`src/inc/pmc_pkg.sv`:
```
// Register map, field layout, reset values and timing of the monitor bank.
package pmc_pkg;

    // ****************
    // Register map
    // ****************
    localparam logic [7:0]  PMC_SUPPLY_CFG_ADDR  = 8'h2B;   // Supply monitor configuration.
    localparam logic [7:0]  PMC_FET_CFG_ADDR     = 8'h2C;   // Drain-source and gate-source configuration.
    localparam logic [7:0]  PMC_SHUNT_CFG_ADDR   = 8'h2D;   // Shunt sense configuration.
    localparam logic [15:0] PMC_SUPPLY_CFG_RST   = 16'h4002; // Reset value of the supply register.
    localparam logic [15:0] PMC_FET_CFG_RST      = 16'h1101; // Reset value of the FET register.
    localparam logic [15:0] PMC_SHUNT_CFG_RST    = 16'h003B; // Reset value of the shunt register.
    localparam logic [15:0] PMC_SHUNT_CFG_MASK   = 16'h01FB; // Writable bits of the shunt register.

    // ****************
    // Field positions
    // ****************
    localparam int PMC_DRAIN_OV_LVL_LSB  = 14;  // Drain supply overvoltage level, two bits.
    localparam int PMC_DRAIN_RESP_BIT    = 13;  // Drain supply response.
    localparam int PMC_BST_OV_RESP_BIT   = 12;  // Bootstrap overvoltage response.
    localparam int PMC_BST_HOLD_BIT      = 11;  // Bootstrap low hold select.
    localparam int PMC_BST_LOW_RESP_BIT  = 10;  // Bootstrap low response.
    localparam int PMC_BST_LOW_LVL_BIT   = 9;   // Bootstrap low level.
    localparam int PMC_CORE_OV_RESP_BIT  = 8;   // Core supply overvoltage response.
    localparam int PMC_GATE_OV_RESP_BIT  = 7;   // Gate supply overvoltage response.
    localparam int PMC_GATE_LOW_RESP_BIT = 6;   // Gate supply low response.
    localparam int PMC_CP_OV_RESP_BIT    = 5;   // Charge pump overvoltage response.
    localparam int PMC_CP_LOW_RESP_BIT   = 4;   // Charge pump low response.
    localparam int PMC_PWR_LOW_LVL_BIT   = 3;   // Power supply low warning level.
    localparam int PMC_PWR_OV_LVL_LSB    = 1;   // Power supply overvoltage level, two bits.
    localparam int PMC_PWR_OV_RESP_BIT   = 0;   // Power supply overvoltage response.
    localparam int PMC_DS_RESP_LSB       = 14;  // Drain-source overcurrent response, two bits.
    localparam int PMC_DS_BLANK_LSB      = 11;  // Drain-source blanking, three bits.
    localparam int PMC_DS_FILTER_LSB     = 8;   // Drain-source filter, three bits.
    localparam int PMC_GS_RESP_LSB       = 6;   // Gate-source response, two bits.
    localparam int PMC_GS_BLANK_LSB      = 3;   // Gate-source blanking, three bits.
    localparam int PMC_GS_FILTER_LSB     = 0;   // Gate-source filter, three bits.
    localparam int PMC_GS_LEVEL_BIT      = 8;   // Gate-source level.
    localparam int PMC_SHUNT_RESP_LSB    = 6;   // Shunt overcurrent response, two bits.
    localparam int PMC_SHUNT_THR_LSB     = 3;   // Shunt overcurrent threshold, three bits.
    localparam int PMC_SHUNT_FILT_LSB    = 0;   // Shunt overcurrent filter, two bits.

    // ****************
    // Monitor indices and timing
    // ****************
    localparam int PMC_NMON      = 13;  // Number of monitored events.
    localparam int PMC_M_DRAIN_LOW = 0;
    localparam int PMC_M_DRAIN_OV  = 1;
    localparam int PMC_M_BST_OV    = 2;
    localparam int PMC_M_BST_LOW   = 3;
    localparam int PMC_M_CORE_OV   = 4;
    localparam int PMC_M_GATE_OV   = 5;
    localparam int PMC_M_GATE_LOW  = 6;
    localparam int PMC_M_CP_OV     = 7;
    localparam int PMC_M_CP_LOW    = 8;
    localparam int PMC_M_PWR_OV    = 9;
    localparam int PMC_M_DS_OC     = 10;
    localparam int PMC_M_GS        = 11;
    localparam int PMC_M_SHUNT     = 12;
    localparam int PMC_CLK_PERIOD_NS = 100;   // System clock period.
    localparam int PMC_SHUNT_FILT0_NS = 2000;  // Shunt filter time, code 00.
    localparam int PMC_SHUNT_FILT1_NS = 4000;  // Shunt filter time, code 01.
    localparam int PMC_SHUNT_FILT2_NS = 6000;  // Shunt filter time, code 10.
    localparam int PMC_SHUNT_FILT3_NS = 10000; // Shunt filter time, code 11.
    localparam logic [6:0] PMC_SHUNT_FILT0_CYC = 7'(PMC_SHUNT_FILT0_NS / PMC_CLK_PERIOD_NS);
    localparam logic [6:0] PMC_SHUNT_FILT1_CYC = 7'(PMC_SHUNT_FILT1_NS / PMC_CLK_PERIOD_NS);
    localparam logic [6:0] PMC_SHUNT_FILT2_CYC = 7'(PMC_SHUNT_FILT2_NS / PMC_CLK_PERIOD_NS);
    localparam logic [6:0] PMC_SHUNT_FILT3_CYC = 7'(PMC_SHUNT_FILT3_NS / PMC_CLK_PERIOD_NS);

    // Response of one monitor: report sets the flag, shutdown also trips the fault path.
    typedef struct packed {
        logic report;
        logic shutdown;
    } pmc_resp_s;

endpackage : pmc_pkg

```
`src/rtl/pmc_top.sv`:
```
// Monitor configuration bank with response logic.
`timescale 1ns/1ps
// How it works
// - Drain overvoltage level 00/01/1x, reset 01.
// - Bit 13 sets drain supply both-monitor response.
// - Bit 12 sets bootstrap overvoltage response.
// - Hold off: bootstrap low flag follows condition.
// - Hold on: bootstrap low flag latches.
// - Bit 10 sets latched bootstrap low response.
// - Bit 9 picks 4.2V or 7.2V.
// - Bit 8 sets core supply overvoltage response.
// - Bit 7 sets gate supply overvoltage response.
// - Bit 5 sets charge pump overvoltage response.
// - Bit 4 sets charge pump low response.
// - Power low level bit 3, overvoltage level 2-1.
// - Bit 0 sets power supply overvoltage response.
// - Drain-source response: warn, fault, reserved, none.
// - Drain-source blanking 13-11, filter 10-8.
// - Gate-source response: warn, fault, reserved, none.
// - Gate-source blanking 5-3, filter 2-0.
// - Shunt response: warn, fault, reserved, none.
// - Shunt threshold codes map 50 to 500 mV.
// - Shunt filter 2, 4, 6, 10 us.
module pmc_top (
    // Clock and reset.
    input  wire logic                          clock,
    input  wire logic                          arst_n,
    // Register port from the serial configuration framer.
    input  wire logic                          reg_wr_en,
    input  wire logic                          reg_rd_en,
    input  wire logic [7:0]                    reg_addr,
    input  wire logic [15:0]                   reg_wdata,
    output logic      [15:0]                   reg_rdata,
    // Raw comparator conditions, one per monitor.
    input  wire logic [pmc_pkg::PMC_NMON-1:0]  mon_cond,
    // Flag clear mask, one-cycle pulse per bit.
    input  wire logic [pmc_pkg::PMC_NMON-1:0]  flag_clear,
    // Status and fault outputs.
    output logic      [pmc_pkg::PMC_NMON-1:0]  mon_flags,
    output logic                               fault_n,
    output logic                               gate_shutdown,
    // Configuration outputs to the analog monitors.
    output logic      [15:0]                   supply_monitor_config,
    output logic      [15:0]                   fet_monitor_config,
    output logic      [15:0]                   shunt_monitor_config,
    output logic      [15:0]                   drain_ov_threshold_mv,
    output logic      [15:0]                   bootstrap_low_threshold_mv,
    output logic      [9:0]                    shunt_threshold_mv
);
    import pmc_pkg::*;

    // ****************
    // Helper functions
    // ****************

    // Maps a one-bit mode onto a response: zero warns, one faults.
    function automatic pmc_resp_s resp1(input logic mode);
        pmc_resp_s r;
        r.report   = 1'b1;
        r.shutdown = mode;
        return r;
    endfunction : resp1

    // Maps a two-bit mode; the reserved code acts as a warning.
    function automatic pmc_resp_s resp2(input logic [1:0] mode);
        pmc_resp_s r;
        r.report   = (mode != 2'h3);
        r.shutdown = (mode == 2'h1);
        return r;
    endfunction : resp2

    // ****************
    // State
    // ****************

    // All module state in one record.
    typedef struct packed {
        logic [15:0]         supply_cfg;   // Supply monitor register.
        logic [15:0]         fet_cfg;      // FET monitor register.
        logic [15:0]         shunt_cfg;    // Shunt monitor register.
        logic [PMC_NMON-1:0] sync1;        // First synchroniser stage.
        logic [PMC_NMON-1:0] sync2;        // Second synchroniser stage.
        logic [PMC_NMON-1:0] flags;        // Reported flags.
        logic [PMC_NMON-1:0] faults;       // Latched fault causes.
        logic [6:0]          shunt_cnt;    // Shunt filter counter.
        logic [15:0]         rdata;        // Read data.
        logic                fault_n;      // Fault output, low active.
        logic                shutdown;     // Gate driver shutdown.
        logic [15:0]         drain_mv;     // Drain overvoltage threshold.
        logic [15:0]         bst_mv;       // Bootstrap low threshold.
        logic [9:0]          shunt_mv;     // Shunt threshold.
    } pmc_state_s;

    pmc_state_s state_ff;   // Registered state.
    pmc_state_s nxt_state;  // Next state.

    pmc_resp_s  resp [PMC_NMON];      // Response of each monitor.
    logic [PMC_NMON-1:0] events;      // Qualified event per monitor.
    logic [6:0]          shunt_need;  // Cycles the shunt condition must persist.

    // ****************
    // Response decode
    // ****************

    // Decodes each monitor response from the stored fields.
    always_comb begin
        resp[PMC_M_DRAIN_LOW] = resp1(state_ff.supply_cfg[PMC_DRAIN_RESP_BIT]);
        resp[PMC_M_DRAIN_OV]  = resp1(state_ff.supply_cfg[PMC_DRAIN_RESP_BIT]);
        resp[PMC_M_BST_OV]    = resp1(state_ff.supply_cfg[PMC_BST_OV_RESP_BIT]);
        // The low response only applies while the bootstrap flag is held.
        if (state_ff.supply_cfg[PMC_BST_HOLD_BIT]) begin
            resp[PMC_M_BST_LOW] = resp1(state_ff.supply_cfg[PMC_BST_LOW_RESP_BIT]);
        end else begin
            resp[PMC_M_BST_LOW] = resp1(1'b0);
        end
        resp[PMC_M_CORE_OV]   = resp1(state_ff.supply_cfg[PMC_CORE_OV_RESP_BIT]);
        resp[PMC_M_GATE_OV]   = resp1(state_ff.supply_cfg[PMC_GATE_OV_RESP_BIT]);
        resp[PMC_M_GATE_LOW]  = resp1(state_ff.supply_cfg[PMC_GATE_LOW_RESP_BIT]);
        resp[PMC_M_CP_OV]     = resp1(state_ff.supply_cfg[PMC_CP_OV_RESP_BIT]);
        resp[PMC_M_CP_LOW]    = resp1(state_ff.supply_cfg[PMC_CP_LOW_RESP_BIT]);
        resp[PMC_M_PWR_OV]    = resp1(state_ff.supply_cfg[PMC_PWR_OV_RESP_BIT]);
        resp[PMC_M_DS_OC]     = resp2(state_ff.fet_cfg[PMC_DS_RESP_LSB +: 2]);
        resp[PMC_M_GS]        = resp2(state_ff.fet_cfg[PMC_GS_RESP_LSB +: 2]);
        resp[PMC_M_SHUNT]     = resp2(state_ff.shunt_cfg[PMC_SHUNT_RESP_LSB +: 2]);
    end

    // Selects the shunt filter length from the current setting.
    always_comb begin
        case (state_ff.shunt_cfg[PMC_SHUNT_FILT_LSB +: 2])
            2'h0:    shunt_need = PMC_SHUNT_FILT0_CYC;
            2'h1:    shunt_need = PMC_SHUNT_FILT1_CYC;
            2'h2:    shunt_need = PMC_SHUNT_FILT2_CYC;
            default: shunt_need = PMC_SHUNT_FILT3_CYC;
        endcase
    end

    // Events are the synchronised conditions; the shunt one must outlast its filter.
    always_comb begin
        events              = state_ff.sync2;
        events[PMC_M_SHUNT] = state_ff.sync2[PMC_M_SHUNT] && (state_ff.shunt_cnt >= shunt_need);
    end

    // ****************
    // Next state
    // ****************

    // Computes writes, reads, flags, faults and thresholds.
    always_comb begin
        nxt_state       = state_ff;
        nxt_state.sync1 = mon_cond;
        nxt_state.sync2 = state_ff.sync1;

        // Register writes take effect on the next cycle.
        if (reg_wr_en) begin
            case (reg_addr)
                PMC_SUPPLY_CFG_ADDR: nxt_state.supply_cfg = reg_wdata;
                PMC_FET_CFG_ADDR:    nxt_state.fet_cfg    = reg_wdata;
                PMC_SHUNT_CFG_ADDR:  nxt_state.shunt_cfg  = reg_wdata & PMC_SHUNT_CFG_MASK;
                default: begin
                end
            endcase
        end

        // Reads return the stored value; unmapped addresses read zero.
        if (reg_rd_en) begin
            case (reg_addr)
                PMC_SUPPLY_CFG_ADDR: nxt_state.rdata = state_ff.supply_cfg;
                PMC_FET_CFG_ADDR:    nxt_state.rdata = state_ff.fet_cfg;
                PMC_SHUNT_CFG_ADDR:  nxt_state.rdata = state_ff.shunt_cfg & PMC_SHUNT_CFG_MASK;
                default:             nxt_state.rdata = 16'h0000;
            endcase
        end

        // The shunt filter counts while the condition holds and saturates.
        if (!state_ff.sync2[PMC_M_SHUNT]) begin
            nxt_state.shunt_cnt = 7'h00;
        end else if (state_ff.shunt_cnt < PMC_SHUNT_FILT3_CYC) begin
            nxt_state.shunt_cnt = state_ff.shunt_cnt + 7'h01;
        end

        // Sticky flags and fault causes; a new event wins over a clear.
        for (int i = 0; i < PMC_NMON; i++) begin
            if (flag_clear[i]) begin
                nxt_state.flags[i]  = 1'b0;
                nxt_state.faults[i] = 1'b0;
            end
            if (events[i] && resp[i].report) begin
                nxt_state.flags[i] = 1'b1;
            end
            if (events[i] && resp[i].shutdown) begin
                nxt_state.faults[i] = 1'b1;
            end
        end

        // Bootstrap low flag follows the synchronised condition when not held.
        if (!state_ff.supply_cfg[PMC_BST_HOLD_BIT]) begin
            nxt_state.flags[PMC_M_BST_LOW]  = state_ff.sync2[PMC_M_BST_LOW];
            nxt_state.faults[PMC_M_BST_LOW] = 1'b0;
        end else if (events[PMC_M_BST_LOW]) begin
            nxt_state.flags[PMC_M_BST_LOW]  = 1'b1;
        end

        // Any latched fault cause asserts the fault pin and stops the drivers.
        nxt_state.fault_n  = ~(|nxt_state.faults);
        nxt_state.shutdown = |nxt_state.faults;

        // Drain supply overvoltage threshold; both upper codes give 53.5V.
        case (nxt_state.supply_cfg[PMC_DRAIN_OV_LVL_LSB +: 2])
            2'h0:    nxt_state.drain_mv = 16'h733C;
            2'h1:    nxt_state.drain_mv = 16'h86C4;
            default: nxt_state.drain_mv = 16'hD0FC;
        endcase

        // Bootstrap low threshold, 4.2V or 7.2V.
        if (nxt_state.supply_cfg[PMC_BST_LOW_LVL_BIT]) begin
            nxt_state.bst_mv = 16'h1C20;
        end else begin
            nxt_state.bst_mv = 16'h1068;
        end

        // Shunt overcurrent threshold in millivolts.
        case (nxt_state.shunt_cfg[PMC_SHUNT_THR_LSB +: 3])
            3'h0:    nxt_state.shunt_mv = 10'h032;
            3'h1:    nxt_state.shunt_mv = 10'h04B;
            3'h2:    nxt_state.shunt_mv = 10'h064;
            3'h3:    nxt_state.shunt_mv = 10'h07D;
            3'h4:    nxt_state.shunt_mv = 10'h096;
            3'h5:    nxt_state.shunt_mv = 10'h0C8;
            3'h6:    nxt_state.shunt_mv = 10'h12C;
            default: nxt_state.shunt_mv = 10'h1F4;
        endcase
    end

    // ****************
    // State register
    // ****************

    // Registers the whole state; reset loads the power-on defaults.
    always_ff @(posedge clock or negedge arst_n) begin
        if (!arst_n) begin
            state_ff            <= '0;
            state_ff.supply_cfg <= PMC_SUPPLY_CFG_RST;
            state_ff.fet_cfg    <= PMC_FET_CFG_RST;
            state_ff.shunt_cfg  <= PMC_SHUNT_CFG_RST;
            state_ff.fault_n    <= 1'b1;
            state_ff.drain_mv   <= 16'h86C4;
            state_ff.bst_mv     <= 16'h1068;
            state_ff.shunt_mv   <= 10'h1F4;
        end else begin
            state_ff <= nxt_state;
        end
    end

    // ****************
    // Outputs
    // ****************

    // Every output is a field of the state register.
    assign reg_rdata                  = state_ff.rdata;
    assign mon_flags                  = state_ff.flags;
    assign fault_n                    = state_ff.fault_n;
    assign gate_shutdown              = state_ff.shutdown;
    assign supply_monitor_config      = state_ff.supply_cfg;
    assign fet_monitor_config         = state_ff.fet_cfg;
    assign shunt_monitor_config       = state_ff.shunt_cfg;
    assign drain_ov_threshold_mv      = state_ff.drain_mv;
    assign bootstrap_low_threshold_mv = state_ff.bst_mv;
    assign shunt_threshold_mv         = state_ff.shunt_mv;

endmodule : pmc_top

```
`config.mk`:
```
export PLATFORM = sky130hd
export DESIGN_NAME = pmc_top
export DESIGN_NICKNAME = d
export VERILOG_FILES = /design/src/inc/pmc_pkg.sv /design/src/rtl/pmc_top.sv
export SDC_FILE = /design/constraint.sdc
export NUM_CORES = 1
export LEC_CHECK = 0
export ABC_AREA = 1
export BUFFER_PORTS_ARGS = -buffer_cell sky130_fd_sc_hd__buf_2
export CAP_MARGIN = 20
export CORE_UTILIZATION = 57
export DETAILED_ROUTE_END_ITERATION = 6
export PLACE_DENSITY = 0.85
export SLEW_MARGIN = 20
export SYNTH_ARGS = -nofsm -noshare
export SYNTH_HDL_FRONTEND = slang
export SYNTH_SLANG_ARGS = --single-unit
```
`constraint.sdc`:
```
create_clock -name clock -period 4.2 [get_ports clock]
set_input_delay 0.42 -clock clock [delete_from_list [all_inputs] [get_ports clock]]
set_output_delay 0.42 -clock clock [all_outputs]
set_load 0.005 [all_outputs]
```
==> results of run 1 <==
-- kinds of logic (layout without fill, tap and decap cells) --
group,after synthesis,in the layout,share of synthesized area (%)
xor+xnor,1,1,0.1398
compound gates,77,77,6.987
simple gates,246,246,16.95
fa+ha+maj,12,12,2.396
flops,132,132,53.12
other cells,2,25,0.1198
buf+inv,209,270,20.28
-- worst max-delay path by stage --
stage	end	slack, ns	cells after the start
finish	fault_n	2.15	10
global route	fault_n	2.04	10
CTS	fault_n	2.17	10
detailed placement	fet_monitor_config[9]	2.20	9
floorplan	fault_n	2.45	10
global placement	fet_monitor_config[9]	2.30	9
-- stage by stage --
| stage | instances | power [W] | utilization [%] |
|---|---|---|---|
| floorplan | 702 | 0.001570 | - |
| global placement | 854 | 0.001620 | 59.91 |
| detailed placement | 854 | 0.001631 | 59.91 |
| CTS | 899 | 0.003109 | 66.91 |
| global route | 899 | 0.003206 | 66.91 |
| finish | 899 | 0.003099 | 66.91 |
-- state kept, by name (all words and copies together) (netlist names) --
signal	cells
shunt_monitor_config	8
supply_monitor_config	16
fault_n	1
bootstrap_low_threshold_mv	1
drain_ov_threshold_mv	5
gate_shutdown	1
nxt_state	13
events	12
mon_flags	13
state_ff	21
shunt_threshold_mv	9
fet_monitor_config	16
reg_rdata	16
-- cells in the mapped netlist, drive strengths merged --
cell type,instances
nand2,194
buf,130
dfrtp,111
inv,73
o21ai,56
dfstp,21
nand3,20
nor2,19
ha,12
a21oi,7
nand4,6
a21o,4
clkbuf,4
o22ai,3
and2,2
clkinv,2
conb,2
nor3,2
o21a,2
o21bai,2
a31o,1
a41oi,1
and3,1
nand3b,1
nor2b,1
o211ai,1
xnor2,1
-- power by group through the flow --
| stage | Sequential [W] | Clock [W] | Combinational [W] |
|---|---|---|---|
| floorplan | 0.00140 | 0 | 0.000174 |
| global placement | 0.00141 | 0 | 0.000215 |
| detailed placement | 0.00141 | 0 | 0.000222 |
| CTS | 0.00139 | 0.00149 | 0.000235 |
| global route | 0.00140 | 0.00154 | 0.000265 |
| finish | 0.00139 | 0.00148 | 0.000232 |
-- repair_timing --
action                                 in CTS  in global routing
hold buffers                               13                  0
setup endpoints to repair                   0                  0
endpoints found under the hold margin      13                  0
-- metal layers --
layer	share of wire (%)	global-route usage (%)	vias to the layer above
met5	0	0	-
met4	2.5	10.76	0
met3	7.9	7.903	32
met2	50	41.57	215
met1	40	32.28	2171
li1	-	-	2108
-- cells in the final DEF, fill, tap and decap left out, types with 7 or more instances in the layout --
cell,count
a21oi_1,7
buf_2,148
clkbuf_16,16
clkbuf_8,8
conb_1,25
dfrtp_1,111
dfstp_2,21
dlygate4sd3_1,13
ha_1,12
inv_1,69
nand2_1,183
nand2_2,9
nand3_1,19
nor2_1,17
o21ai_0,30
o21ai_1,23
-- area by class of cell --
class	count	area share [%]
sequential	132	47.35
multi-input combinational	361	24.93
timing repair buffer	163	12.65
clock buffer	24	7.260
inverter	75	4.039
tap	136	2.420
clock inverter	8	1.352
==> impl_metrics.tcl, run 1 <==
set metrics [dict create \
    yosysWarnings 0 \
    die_h_um 106.9 \
    area_growth_pct 12.20 \
    crit_path_frequent_cell "nand2_1" \
    fmax_mhz 488.9 \
    overflow 0 \
    clk_path_buf_depth 2 \
    leakage_nw 3.829 \
    power_density_nw_per_um2 440.7 \
    routed-via-count 4526 \
    numCtsBuffers 17 \
    end_kind "register" \
    gp_congestion 0.8182 \
    violations "negative hold slack" \
    skew_ns 0.005218 \
    routedWlPerCell_um 15.21 \
    cp.required_ns 4.66 \
    multiInputGateArea_um2 1753 \
    drive_gt1_share_pct 30.01 \
    wl_um 13670 \
    start_kind "register" \
    p_comb_share_pct 7.5 \
    fin_nets 816 \
    via_per_inst 5.034 \
    setup_tns_ns 0 \
    synth_seq_cells 132 \
    maxSlewViolCount 0 \
    synth.top_cell.area_share_pct 44.32 \
    cts_root_buf "clkbuf_8" \
    arrival_ns 2.51 \
    clk-insertion-delay-late_ns 0.53 \
    crit_buf_inv 1 \
    switchingPower_w 0.0007047 \
    grt_pass1_wl_um 21930 \
    placed_area_um2 6296 \
    p_int_w 0.002394 \
    post_cts_buffers 0 \
    crit_fanout 6 \
    rows 37 \
    clk_pin_slew_worst_paths_ns 0.06 \
    cts_tree "done" \
    drt-initial-drc-count 333 \
    worst_path_largest_cell_delay_ns 0.59 \
    r2r.worst_path.cells 10 \
    final_area_um2 7032 \
    worst_slew_pin_slew_ns 0.8397 \
    r2r_slack_ns 2.15 \
    synth_area_um2 6267 \
    initial_utilization_pct 59.64 \
    clock-sinks 132 \
    drv_cap 0 \
    postSynthCellCount 679 \
    cp_top_family "simple AND/OR/NAND/NOR gates" \
    post-route-drc-count 0 \
    fillers 824 \
    grt_pass1_vias 4489 \
    timing.slew.headroom_pct 44.02 \
    r2r-end "fault_n" \
    run_status "complete, but fails checks" \
    numPortBuffers 149 \
    grt_usage_pct 25.76 \
    rsz0062_at_grt "false" \
    peakVddDrop_mv 0.2747 \
    yosys.area.top_type "dfrtp_1" \
    htree_levels 4 \
    preCtsSetupSlack_ns 2.201 \
    crit_chain "inv_1 > ha_1 > o21ai_0 > ha_1 > and3_1 > nand2_1 > nand2_1 > nand3_1 > nand2_1 > nor2b_1" \
    antenna_found_initial 1 \
    critPathKind "reg2reg" \
    timing.rr.start "shunt_monitor_config[0]" \
    synth.area.top_cells "dfrtp_1 (44%), buf_4 (14%), nand2_1 (11%)" \
    dieArea_um2 11420 \
    dp_hpwl_um 9524 \
    avgSynthCellArea_um2 9.230 \
    final.setup.worst_slack_ns 2.155 \
    crit_slowest_cell "dfstp_2" \
    num_antenna_cells 0 \
    ioPinCount 175 \
    ant_nets 0 \
    drt_first_pass_iters 5 \
    ys_types 39 \
    hold_viol_final 30 \
    crit_start "shunt_monitor_config[0]" \
    coreArea_um2 10510 \
    post-route-min-period_ns 2.045 \
    whs_ns -0.03888 \
    ys_seq_area_share_pct 53.12 \
    worstHoldPathType "in2async" \
    grt_max_degree 96 \
    die_x_um 106.9 \
    seqPwrFrac_pct 44.8 \
    post_cts_resized 0 \
    swShare_pct 22.74 \
    clkPwrFrac_pct 47.7 \
    regArea_um2 3329 \
    period_share_pct 48.70 \
    finalSetupViolations 0 \
]
Note: power is estimated with default switching activity, not from simulation.
==> run 2, diff against run 1 <==
--- a/config.mk
+++ b/config.mk
@@ -5,12 +5,12 @@
 export SDC_FILE = /design/constraint.sdc
 export NUM_CORES = 1
 export LEC_CHECK = 0
-export ABC_AREA = 1
+export ABC_AREA = 0
 export BUFFER_PORTS_ARGS = -buffer_cell sky130_fd_sc_hd__buf_2
 export CAP_MARGIN = 20
-export CORE_UTILIZATION = 57
+export CORE_UTILIZATION = 52
 export DETAILED_ROUTE_END_ITERATION = 6
-export PLACE_DENSITY = 0.85
+export PLACE_DENSITY = 0.79
 export SLEW_MARGIN = 20
 export SYNTH_ARGS = -nofsm -noshare
 export SYNTH_HDL_FRONTEND = slang
==> constraint.sdc (replaced) <==
create_clock -name clock -period 2 [get_ports clock]
set_input_delay 0.2 -clock clock [delete_from_list [all_inputs] [get_ports clock]]
set_output_delay 0.2 -clock clock [all_outputs]
set_load 0.005 [all_outputs]
==> run 2 against run 1 <==
The flow finishes with violations (design-rule violations). Non-clock buffer count rose by 25. Power rose by 110%. Critical path depth decreased by 1. Die area rose by 9.3%. Design area rose by 4.5%. Largest cell class unchanged. Clock power rose by 100%. Area after synthesis decreased by 0.12%. Count of clock-buffer cells in the layout down 1. Worst hold slack better by 0.061 ns. Register-to-register slack lost 2.1 ns.
==> impl_metrics.tcl, run 2 <==
set metrics [dict create \
    largest-register "state_ff" \
    fmax_mhz 512.7 \
    dieArea_um2 12480 \
    numCtsBuffers 17 \
    total_power_w 0.006473 \
    clock-sinks 132 \
    final_util_pct 63.54 \
    drt_first_pass_iters 7 \
    ant_nets 0 \
    wl_um 13060 \
    r2r.worst_path.cells 9 \
    synth.area.top_cells "dfrtp_1 (44%), buf_4 (14%), dfstp_2 (8.8%)" \
    dp_hpwl_um 9247 \
    num_antenna_cells 0 \
    clkPwrFrac_pct 46.5 \
    synth_seq_cells 132 \
    initial_utilization_pct 54.13 \
    synth.most_common_cell "buf_4" \
    timing.rr.start "shunt_monitor_config[1]" \
    worstHoldPathType "in2reg" \
    ys_seq_area_share_pct 53.19 \
    synth.top_cell.area_share_pct 44.37 \
    p_int_w 0.005019 \
    worst_path_largest_cell_delay_ns 0.54 \
    gp_congestion 0.7690 \
    seqPwrFrac_pct 45.1 \
    fillers 886 \
    setup_tns_ns 0 \
    start_kind "register" \
    synth_ff_type "dfrtp_1" \
    final_common_cell "buf_2" \
    drive_gt1_share_pct 41.59 \
    post-route-drc-count 16 \
    cts_root_buf "clkbuf_16" \
    avgSynthCellArea_um2 11.44 \
    hold_viol_final 0 \
    peakVddDrop_mv 0.6721 \
    crit_slowest_cell "dfstp_2" \
    crit_fanout 3 \
    via_per_inst 5.156 \
    whs_ns 0.02172 \
    final_cell_mix "buf_2 (148), dfrtp_1 (111), inv_1 (43)" \
    leakage_nw 3.746 \
    switchingPower_w 0.001455 \
    overflow 0 \
    finalSetupViolations 0 \
    synth_async_sr_flop_share_pct 100.0 \
    ys_types 50 \
    drt-initial-drc-count 288 \
    grt_pass1_wl_um 20550 \
    clk-insertion-delay-late_ns 0.42 \
    cp_top_family "flip-flops" \
    violations "design-rule violations" \
    die_h_um 111.7 \
    period_share_pct 97.52 \
    skew_ns 0.006999 \
    synth_edf_count 0 \
    cp.required_ns 2.35 \
    grt_pass1_vias 4061 \
    critPathKind "reg2reg" \
    grt_usage_pct 21.80 \
    p_comb_share_pct 8.4 \
    htree_levels 4 \
    rows 39 \
    ioPinCount 175 \
    synth_area_um2 6260 \
    fin_nets 707 \
    coreArea_um2 11560 \
    clk_path_buf_depth 2 \
    post-route-min-period_ns 1.950 \
    cts_tree "done" \
    r2r_slack_ns 0.05 \
    yosysWarnings 0 \
    hp-start "flag_clear[11]" \
    routed-via-count 4109 \
    end_kind "register" \
    power_density_nw_per_um2 881.0 \
    die_x_um 111.7 \
    clk_pin_slew_worst_paths_ns 0.06 \
    arrival_ns 2.30 \
    crit_buf_inv 3 \
    synth_top_cells_by_count "buf_4 (119), dfrtp_1 (111), inv_1 (47)" \
    postSynthCellCount 547 \
    crit_chain "inv_2 > buf_6 > ha_4 > inv_2 > ha_4 > and3_1 > o31ai_4 > a21oi_2 > and4b_1" \
    antenna_found_initial 0 \
    run_status "complete, but fails checks" \
    min_path_cells 2 \
    r2r-end "fault_n" \
    largest_register_ffs 21 \
    grt_max_degree 51 \
    routedWlPerCell_um 16.38 \
    yosys.area.top_type "dfrtp_1" \
    holdPathEnd "mon_flags[11]" \
    numPortBuffers 149 \
    area_growth_pct 17.39 \
    drv_cap 0 \
    maxSlewViolCount 0 \
    swShare_pct 22.47 \
]
[run 2: worst reg2reg max path, cell delays in order, from the launching register on]
cell and delay, ns:
dfstp_2 0.54, inv_2 0.05, buf_6 0.12, ha_4 0.15
inv_2 0.07, ha_4 0.20, and3_1 0.19, o31ai_4 0.22
a21oi_2 0.10, and4b_1 0.26
[run 2: worst max-delay path by stage]
stage,endpoint,cells past startpoint,slack [ns],start
3_5_place_dp,fault_n,9,-0.03,shunt_monitor_config[0]
6_report,fault_n,9,0.05,shunt_monitor_config[1]
5_1_grt,fault_n,9,-0.03,shunt_monitor_config[0]
2_1_floorplan,gate_shutdown,8,0.04,shunt_monitor_config[0]
3_3_place_gp,gate_shutdown,8,0.03,shunt_monitor_config[0]
4_1_cts,fault_n,8,0.006,shunt_monitor_config[1]
[run 2: cell type report]
| type | instances | area (um2) | share of cell area, % |
|---|---|---|---|
| Timing Repair Buffer | 188 | 1127 | 15.34 |
| Tap cell | 143 | 178.9 | 2.435 |
| Multi-Input combinational cell | 255 | 1957 | 26.63 |
| Sequential cell | 132 | 3329 | 45.31 |
| Clock inverter | 9 | 101.3 | 1.379 |
| Clock buffer | 23 | 478.0 | 6.504 |
| Inverter | 47 | 176.4 | 2.401 |
[run 2: metal layers]
metal	part of all wire, %	routed length, um	track usage (%)	up-vias
met4	1.2	159	8.108	0
met1	41	5366	27.36	2031
met3	7.3	958	6.968	16
met5	0	0	0	-
li1	-	-	-	1902
met2	50	6572	35.36	160
[run 2: timing repair]
| action | CTS | global route |
|---|---|---|
| endpoints found under the setup margin | 2 | 3 |
| pin swaps | 4 | 5 |
| resized for setup | 13 | 6 |
| endpoints found under the hold margin | 53 | 0 |
| hold buffers | 20 | 0 |
| setup buffers | 0 | 0 |
[run 2: cell families after synthesis]
family	Yosys count	synth area share, %
compound gates	102	11.17
simple gates	70	6.197
mux	38	7.356
other cells	2	0.1200
flops	132	53.19
fa+ha+maj	12	2.398
buf+inv	183	18.45
xor+xnor	8	1.119
[run 2: metrics by stage]
stage	worst slack (ns)	std cells	instance area, um2
2_1_floorplan	0.03505	570	6351
3_3_place_gp	0.02646	745	6471
3_5_place_dp	-0.03359	745	6471
4_1_cts	0.006403	797	7312
5_1_grt	-0.02659	797	7348
6_report	0.04955	797	7348
[run 2: power groups by stage]
| stage | Clock, W | Combinational, W | Sequential, W |
|---|---|---|---|
| 4_1_cts | 0.00305 | 0.000542 | 0.00292 |
| 3_3_place_gp | 0 | 0.000480 | 0.00295 |
| 6_report | 0.00301 | 0.000544 | 0.00292 |
| 5_1_grt | 0.00318 | 0.000606 | 0.00293 |
| 2_1_floorplan | 0 | 0.000368 | 0.00293 |
| 3_5_place_dp | 0 | 0.000497 | 0.00296 |
